**src/isml_cfg.svh**
```systemverilog
`ifndef ISML_CFG_SVH
`define ISML_CFG_SVH

// ----------------------------------------------------------------------
// register offsets
// ----------------------------------------------------------------------
`define ISML_OFS_MODE_CAL   12'h01F
`define ISML_OFS_MODE_A     12'h021
`define ISML_OFS_MODE_B     12'h022
`define ISML_OFS_STAT_ZERO  12'h023
`define ISML_OFS_STAT_A     12'h026
`define ISML_OFS_STAT_B     12'h027

// ----------------------------------------------------------------------
// field positions
// ----------------------------------------------------------------------
`define ISML_BIT_ROTATE_A   2
`define ISML_BIT_WINDOW_A   1
`define ISML_BIT_TRIP_A     0
`define ISML_BIT_POWER_B    7
`define ISML_BIT_BLANK_B    5
`define ISML_BIT_OSC_B      4
`define ISML_BIT_LOCKED_B   3
`define ISML_BIT_ROTATE_B   2
`define ISML_BIT_WINDOW_B   1
`define ISML_BIT_TRIP_B     0
`define ISML_BIT_CAL        7

// ----------------------------------------------------------------------
// masks and reset values
// ----------------------------------------------------------------------
`define ISML_MASK_MODE_B    8'hBF
`define ISML_RST_MODE_A     3'h0
`define ISML_RST_MODE_B     8'h00
`define ISML_RST_MODE_CAL   1'h0
`define ISML_RST_SRC        11'h000
`define ISML_RST_RDATA      8'h00
`define ISML_NUM_SRC        11

`endif

```
**src/isml_pkg.sv**
```systemverilog
package isml_pkg;

    // event inputs, packed so that bit i is source i
    typedef struct packed {
        logic cal_ok_flag;
        logic power_err_evt_b;
        logic blank_done_evt_b;
        logic osc_align_evt_b;
        logic locked_evt_b;
        logic rotate_evt_b;
        logic window_evt_b;
        logic trip_evt_b;
        logic rotate_evt_a;
        logic window_evt_a;
        logic trip_evt_a;
    } isml_evt_s;

    typedef struct packed {
        logic [11:0] addr;
        logic        wr;
        logic        rd;
        logic [7:0]  wdata;
    } isml_req_s;

    typedef struct packed {
        logic [2:0]  mode_a;
        logic [7:0]  mode_b;
        logic        mode_cal;
        logic [10:0] sync1;
        logic [10:0] sync2;
        logic [10:0] prev;
        logic [10:0] latched;
        logic        irq_n;
        logic [7:0]  rdata;
    } isml_state_s;

endpackage

```
**src/isml_latch.sv**
```systemverilog
`timescale 1ns/1ps
`include "isml_cfg.svh"
module isml_latch
    import isml_pkg::*;
#(
    parameter int ADDR_W = 12
) (
    input  wire logic        clk,
    input  wire logic        sys_rst,
    input  wire isml_evt_s   evt_in,
    input  wire isml_req_s   reg_req,
    output logic [7:0]       reg_rdata,
    output logic             irq_n
);

    // ------------------------------------------------------------------
    // elaboration check
    // ------------------------------------------------------------------
    if (ADDR_W != 12) begin : g_bad_addr
        $error("isml_latch: ADDR_W must be 12");
    end

    // ------------------------------------------------------------------
    // state and per-source logic
    // ------------------------------------------------------------------
    isml_state_s st_reg;
    isml_state_s st_next;

    logic [10:0] mode_vec;
    logic [10:0] rise;
    logic [10:0] view;
    logic [10:0] clr;
    logic [10:0] latch_next;
    logic [10:0] mode_next_vec;
    logic [2:0]  mode_a_nx;
    logic [7:0]  mode_b_nx;
    logic        mode_cal_nx;

    // source order: a trip/window/rotate, b trip..blank, b power, cal
    assign mode_vec = {st_reg.mode_cal, st_reg.mode_b[`ISML_BIT_POWER_B],
                       st_reg.mode_b[5:0], st_reg.mode_a};
    // built from the write decode, not from st_next, so the comb path has no loop
    assign mode_next_vec = {mode_cal_nx, mode_b_nx[`ISML_BIT_POWER_B],
                            mode_b_nx[5:0], mode_a_nx};

    genvar gi;
    generate
        for (gi = 0; gi < `ISML_NUM_SRC; gi++) begin : g_src
            assign rise[gi] = st_reg.sync2[gi] & ~st_reg.prev[gi];
            // latched view only in latch mode, otherwise the live level
            assign view[gi] = mode_vec[gi] ? st_reg.latched[gi] : st_reg.sync2[gi];
            // set beats clear; latch parked at zero in live mode
            assign latch_next[gi] = mode_next_vec[gi] &
                                    ((st_reg.latched[gi] & ~clr[gi]) | rise[gi]);
        end
    endgenerate

    // ------------------------------------------------------------------
    // register write decode
    // ------------------------------------------------------------------
    logic wr_stat_a;
    logic wr_stat_b;
    logic wr_stat_z;

    assign wr_stat_a = reg_req.wr && (reg_req.addr == `ISML_OFS_STAT_A);
    assign wr_stat_b = reg_req.wr && (reg_req.addr == `ISML_OFS_STAT_B);
    assign wr_stat_z = reg_req.wr && (reg_req.addr == `ISML_OFS_STAT_ZERO);

    // write-one-to-clear, reserved bits dropped
    assign clr[2:0] = wr_stat_a ? reg_req.wdata[2:0] : 3'h0;
    assign clr[8:3] = wr_stat_b ? reg_req.wdata[5:0] : 6'h00;
    assign clr[9]   = wr_stat_b & reg_req.wdata[`ISML_BIT_POWER_B];
    assign clr[10]  = wr_stat_z & reg_req.wdata[`ISML_BIT_CAL];

    assign mode_a_nx = (reg_req.wr && reg_req.addr == `ISML_OFS_MODE_A) ?
                       reg_req.wdata[2:0] : st_reg.mode_a;
    assign mode_b_nx = (reg_req.wr && reg_req.addr == `ISML_OFS_MODE_B) ?
                       (reg_req.wdata & `ISML_MASK_MODE_B) : st_reg.mode_b;
    assign mode_cal_nx = (reg_req.wr && reg_req.addr == `ISML_OFS_MODE_CAL) ?
                         reg_req.wdata[`ISML_BIT_CAL] : st_reg.mode_cal;

    // ------------------------------------------------------------------
    // next state
    // ------------------------------------------------------------------
    always_comb begin
        st_next = st_reg;
        st_next.mode_a   = mode_a_nx;
        st_next.mode_b   = mode_b_nx;
        st_next.mode_cal = mode_cal_nx;
        // events come from other domains, so two flops first
        st_next.sync1 = evt_in;
        st_next.sync2 = st_reg.sync1;
        st_next.prev  = st_reg.sync2;
        st_next.latched = latch_next;
        st_next.irq_n = ~|(latch_next & mode_next_vec);
        if (reg_req.rd) begin
            case (reg_req.addr)
                `ISML_OFS_MODE_A:    st_next.rdata = {5'h00, st_reg.mode_a};
                `ISML_OFS_MODE_B:    st_next.rdata = st_reg.mode_b;
                `ISML_OFS_MODE_CAL:  st_next.rdata = {st_reg.mode_cal, 7'h00};
                `ISML_OFS_STAT_A:    st_next.rdata = {5'h00, view[2:0]};
                `ISML_OFS_STAT_B:    st_next.rdata = {view[9], 1'b0, view[8:3]};
                `ISML_OFS_STAT_ZERO: st_next.rdata = {view[10], 7'h00};
                default:             st_next.rdata = 8'h00;
            endcase
        end
    end

    always_ff @(posedge clk or posedge sys_rst) begin
        if (sys_rst) begin
            st_reg.mode_a   <= `ISML_RST_MODE_A;
            st_reg.mode_b   <= `ISML_RST_MODE_B;
            st_reg.mode_cal <= `ISML_RST_MODE_CAL;
            st_reg.sync1    <= `ISML_RST_SRC;
            st_reg.sync2    <= `ISML_RST_SRC;
            st_reg.prev     <= `ISML_RST_SRC;
            st_reg.latched  <= `ISML_RST_SRC;
            st_reg.irq_n    <= 1'b1;
            st_reg.rdata    <= `ISML_RST_RDATA;
        end else begin
            st_reg <= st_next;
        end
    end

    assign reg_rdata = st_reg.rdata;
    assign irq_n     = st_reg.irq_n;

    // ------------------------------------------------------------------
    // assertions
    // ------------------------------------------------------------------
    property p_rotate_a_latch;
        @(posedge clk) disable iff (sys_rst)
        (mode_vec[2] && !reg_req.wr && rise[2]) |=> (st_reg.latched[2] && !irq_n);
    endproperty
    a_rotate_a_latch: assert property (p_rotate_a_latch)
        else $error("rotate a did not latch");

    property p_window_a_live;
        @(posedge clk) disable iff (sys_rst)
        !mode_vec[1] |-> (view[1] == st_reg.sync2[1]) && !st_reg.latched[1];
    endproperty
    a_window_a_live: assert property (p_window_a_live)
        else $error("window a not live");

    property p_trip_a_irq;
        @(posedge clk) disable iff (sys_rst)
        (mode_vec[0] && rise[0] && !reg_req.wr) |=> !irq_n ##0 view[0];
    endproperty
    a_trip_a_irq: assert property (p_trip_a_irq)
        else $error("trip a no interrupt");

    property p_power_hold;
        @(posedge clk) disable iff (sys_rst)
        (st_reg.latched[9] && !clr[9] && !reg_req.wr) |=> st_reg.latched[9];
    endproperty
    a_power_hold: assert property (p_power_hold)
        else $error("power error latch lost");

    property p_blank_live;
        @(posedge clk) disable iff (sys_rst)
        !mode_vec[8] |-> view[8] == st_reg.sync2[8];
    endproperty
    a_blank_live: assert property (p_blank_live)
        else $error("blank done not live");

    property p_osc_irq;
        @(posedge clk) disable iff (sys_rst)
        (mode_vec[7] && rise[7] && !reg_req.wr) |=> !irq_n;
    endproperty
    a_osc_irq: assert property (p_osc_irq)
        else $error("osc align no interrupt");

    property p_evt_path;
        @(posedge clk) disable iff (sys_rst)
        (mode_vec[6] && !reg_req.wr && $rose(evt_in.locked_evt_b) && !st_reg.sync1[6]
         && !st_reg.sync2[6] && !st_reg.latched[6])
        ##1 (!reg_req.wr) ##1 (!reg_req.wr) |=> st_reg.latched[6];
    endproperty
    a_evt_path: assert property (p_evt_path)
        else $error("locked latch delay wrong");

    property p_clear_cal;
        @(posedge clk) disable iff (sys_rst)
        (st_reg.latched[10] && clr[10] && !rise[10]) |=> !st_reg.latched[10];
    endproperty
    a_clear_cal: assert property (p_clear_cal)
        else $error("cal latch not cleared");

    property p_cal_live;
        @(posedge clk) disable iff (sys_rst)
        !mode_vec[10] |-> view[10] == st_reg.sync2[10];
    endproperty
    a_cal_live: assert property (p_cal_live)
        else $error("cal status not live");

    property p_set_wins;
        @(posedge clk) disable iff (sys_rst)
        (mode_vec[10] && $stable(mode_vec) && rise[10] && clr[10]) |=> st_reg.latched[10];
    endproperty
    a_set_wins: assert property (p_set_wins)
        else $error("cal set lost to clear");

    property p_irq_level;
        @(posedge clk) disable iff (sys_rst)
        irq_n == !(|(st_reg.latched & mode_vec));
    endproperty
    a_irq_level: assert property (p_irq_level)
        else $error("interrupt level mismatch");

    property p_reserved;
        @(posedge clk) disable iff (sys_rst)
        !st_reg.mode_b[6] && !st_reg.rdata[6];
    endproperty
    a_reserved: assert property (p_reserved)
        else $error("reserved bit set");

    property p_rotate_b_latch;
        @(posedge clk) disable iff (sys_rst)
        (mode_vec[5] && rise[5] && !reg_req.wr) |=> (st_reg.latched[5] && !irq_n);
    endproperty
    a_rotate_b_latch: assert property (p_rotate_b_latch)
        else $error("rotate b did not latch");

    property p_window_b_read;
        @(posedge clk) disable iff (sys_rst)
        (reg_req.rd && reg_req.addr == `ISML_OFS_STAT_B && !mode_vec[4])
        |=> reg_rdata[1] == $past(st_reg.sync2[4]);
    endproperty
    a_window_b_read: assert property (p_window_b_read)
        else $error("window b read not live");

    property p_trip_b_read;
        @(posedge clk) disable iff (sys_rst)
        (reg_req.rd && reg_req.addr == `ISML_OFS_STAT_B && mode_vec[3] && st_reg.latched[3])
        |=> reg_rdata[0];
    endproperty
    a_trip_b_read: assert property (p_trip_b_read)
        else $error("trip b latch not read back");

    c_latch_irq: cover property (@(posedge clk) disable iff (sys_rst) $fell(irq_n));
    c_irq_release: cover property (@(posedge clk) disable iff (sys_rst) $rose(irq_n));
    c_cal_clear: cover property (@(posedge clk) disable iff (sys_rst)
        st_reg.latched[10] && clr[10]);
    c_set_clear: cover property (@(posedge clk) disable iff (sys_rst) rise[9] && clr[9]);

endmodule

```
**config.mk**
```make
export PLATFORM = sky130hd
export DESIGN_NAME = isml_latch
export DESIGN_NICKNAME = d
export VERILOG_FILES = /design/src/isml_pkg.sv /design/src/isml_latch.sv
export VERILOG_INCLUDE_DIRS = /design/src
export SDC_FILE = /design/constraint.sdc
export NUM_CORES = 1
export LEC_CHECK = 0
export BUFFER_PORTS_ARGS = -buffer_cell sky130_fd_sc_hd__buf_2
export CAP_MARGIN = 5
export CORE_MARGIN = 10
export CORE_UTILIZATION = 43
export CTS_CLUSTER_DIAMETER = 80
export DETAILED_ROUTE_END_ITERATION = 6
export GPL_ROUTABILITY_DRIVEN = 0
export PLACE_DENSITY = 0.74
export SYNTH_ARGS = -nofsm -noshare
export SYNTH_HDL_FRONTEND = slang
export SYNTH_SLANG_ARGS = --single-unit
```
**constraint.sdc**
```tcl
create_clock -name clk -period 5.55 [get_ports clk]
set_input_delay 0.555 -clock clk [delete_from_list [all_inputs] [get_ports clk]]
set_output_delay 0.555 -clock clk [all_outputs]
set_load 0.1 [all_outputs]
```
==> flow_summary.ini <==
[global_routing]
met2_usage_pct = 17.8
grt_util_met3_pct = 5.29
antenna_found_initial = 0
grt_pass1_wl_um = 9340
grt_util_met1_pct = 14.9
grt_usage_pct = 12.1
grt_max_degree = 64
grt_pass1_vias = 1953
grt-ovfl-total = 0
grt_busiest_layer = met2

[job]
max_cap_viol_count = 0

[final_layout]
drive_above_1_share_pct = 26.1
num_antenna_cells = 0
nNetsFinal = 307
area_growth_pct = 16.1
utilization_pct = 51.4
final_area_um2 = 3040
finalNonFillerCells = 351

[logic_synthesis]
synth_top_area_cell = dfrtp_1
synthesis.area_um2 = 2620
synth-edff-count = 0
synth_async_sr_flop_share_pct = 100
synthFlopType = dfrtp_1
synth_cells = 233
yosysUniqueCellTypes = 44
yosysWarnings = 0
synth_fp_nets = 268
syn_avg_cell_area_um2 = 11.3
netlist.area_leader.share_pct = 59.2
synth-seq-cells = 63
synthTopCellsByArea = dfrtp_1 59%, a21oi_1 3.1%, mux2i_1 3.1%, inv_1 3.0%, mux2_2 3.0%
seq_area_frac_synth_pct = 60.2

[power]
p_per_area_nw_per_um2 = 310
finalPower_mw = 0.945
irDropWorstVdd_uv = 162
power.leakage_nw = 1.38

[cts]
htreeDepth = 3
ctsResizeCount = 0
ctsHoldBuffers = 0
clk_latency_ns = 0.34
cts_tree = done
cts.path.max_buffers = 2
clock-sinks = 63
clk_pin_slew_ns = 0.07
cts_inserted_buffers = 9
clock-root-buffer = clkbuf_8
postCtsSetupBuffers = 0

[timing]
slew_headroom_pct = 48.2
rsz0062_at_grt = false
tightest_slew_ns = 0.777
layout_setup_ws_ns = 2.86
finalMaxSlewViolations = 0
period_share_pct = 48.4
finalClockSkew_ns = 0.00539
finalSetupTns_ns = 0
layout_min_cycle_time_ns = 2.69
hold_viol_final = 0
fmax_ghz = 0.372
setup_viol = 0
holdWs_ns = 0.317

[outcome]
status = completed

[die]
dieArea_um2 = 9620
die_h_um = 98.1
initial_core_util_pct = 44.3
ios = 44
rows = 28
die_x_um = 98.1
coreArea_um2 = 5920

[placed_design]
post-dp-hpwl_um = 4010
port_buffers = 41
place_inst = 336
placed_area_um2 = 2850
pre_cts_ws_ns = 2.48

[detailed_routing]
drt_first_pass_iters = 4
vias = 1816
vias_per_cell = 5.17
drc_errors = 0
drt-wirelength-per-cell_um = 15.8
ant_nets = 0
drtIter0Drc = 146
wirelength_um = 5540

[critical_path]
worstSetupEndpointType = register
cp_max_fo = 9
path_class = primary input to register
required_ns = 5.83
arrival_ns = 2.97
crit_path_start_kind = primary input

[worst_hold_path]
holdCritPathClass = primary input to register
## cell families after synthesis
family	after synthesis	synth area share (%)
AOI/OAI and AO/OA	48	11.7
buffers and inverters	35	6.16
DFF	63	60.2
muxes	15	6.06
other	1	0.143
and+or+nand+nor	71	15.8
## worst paths after layout
path | endpoint | depth (start not counted) | slack, ns | start
worst max-delay path | irq_n | 7 | 2.86 | reg_req[17]
worst min-delay path | st_next[39] | 1 | 0.32 | evt_in[8]
worst max register to register | irq_n | 6 | 4.09 | st_reg[24]
worst min register to register | st_next[29] | 0 | 0.35 | st_next[40]
max in group asynchronous | st_reg[10] | 3 | 4.60 | sys_rst
min in group asynchronous | st_next[40] | 3 | 0.44 | sys_rst
## placed cells by master (no fill, tap or decap), types with 2 or more instances in the layout
cell type	count
a221oi_1	3
dfrtp_1	62
a211oi_1	2
nand4_1	3
clkbuf_8	11
nor2b_1	4
o21ai_0	6
and2_1	2
a21boi_2	3
mux2_2	7
nand2b_1	8
buf_2	41
o21ai_1	3
nand3_1	4
mux2i_1	8
nor4_1	4
a21oi_1	16
nor3_1	3
o31ai_1	2
o22ai_1	7
inv_1	20
nand2_1	14
nor2_1	14
nor4b_1	2
a21boi_1	2
## worst max-delay path, stage by stage
cell and delay (ns):
buf_2 0.10, or4_4 0.57, nor4_4 0.65, mux2_2 0.42, a21boi_2 0.16, nor4_1 0.25
and4b_1 0.24
## where the power goes
group	switching, mW	internal [mW]	total [mW]
clock network	0.164	0.229	0.392
registers	0.00621	0.474	0.480
logic	0.0515	0.0207	0.0723
## per-layer routing
layer	up-vias	routed length (µm)
li1	876	-
met1	867	2450
met2	64	2570
met3	9	460
met4	0	66
met5	-	0
## synthesized netlist by cell type (2+ instances only)
library cell / n
a21boi_2: 3
dfrtp_1: 62
nor4b_1: 2
nor3_1: 3
a211oi_1: 2
inv_1: 21
clkbuf_1: 6
o22ai_1: 7
mux2_2: 7
nand2b_1: 8
buf_4: 8
nor4_1: 4
mux2i_1: 8
o31ai_1: 2
nand2_1: 14
nand3_1: 4
o21ai_0: 6
a21boi_1: 2
a21oi_1: 16
nand4_1: 3
nor2b_1: 4
and2_1: 2
a221oi_1: 3
nor2_1: 14
o21ai_1: 3
## cell type report
| cell class | instances | area [µm²] |
|---|---|---|
| clock buffers | 12 | 155 |
| clock inverters | 3 | 42.5 |
| fillers | 546 | 2880 |
| inverters | 21 | 78.8 |
| multi-input cells | 135 | 882 |
| flip-flops and latches | 63 | 1580 |
| repair buffers | 42 | 213 |
| well taps | 75 | 93.8 |
(Power assumes the default switching activity.)
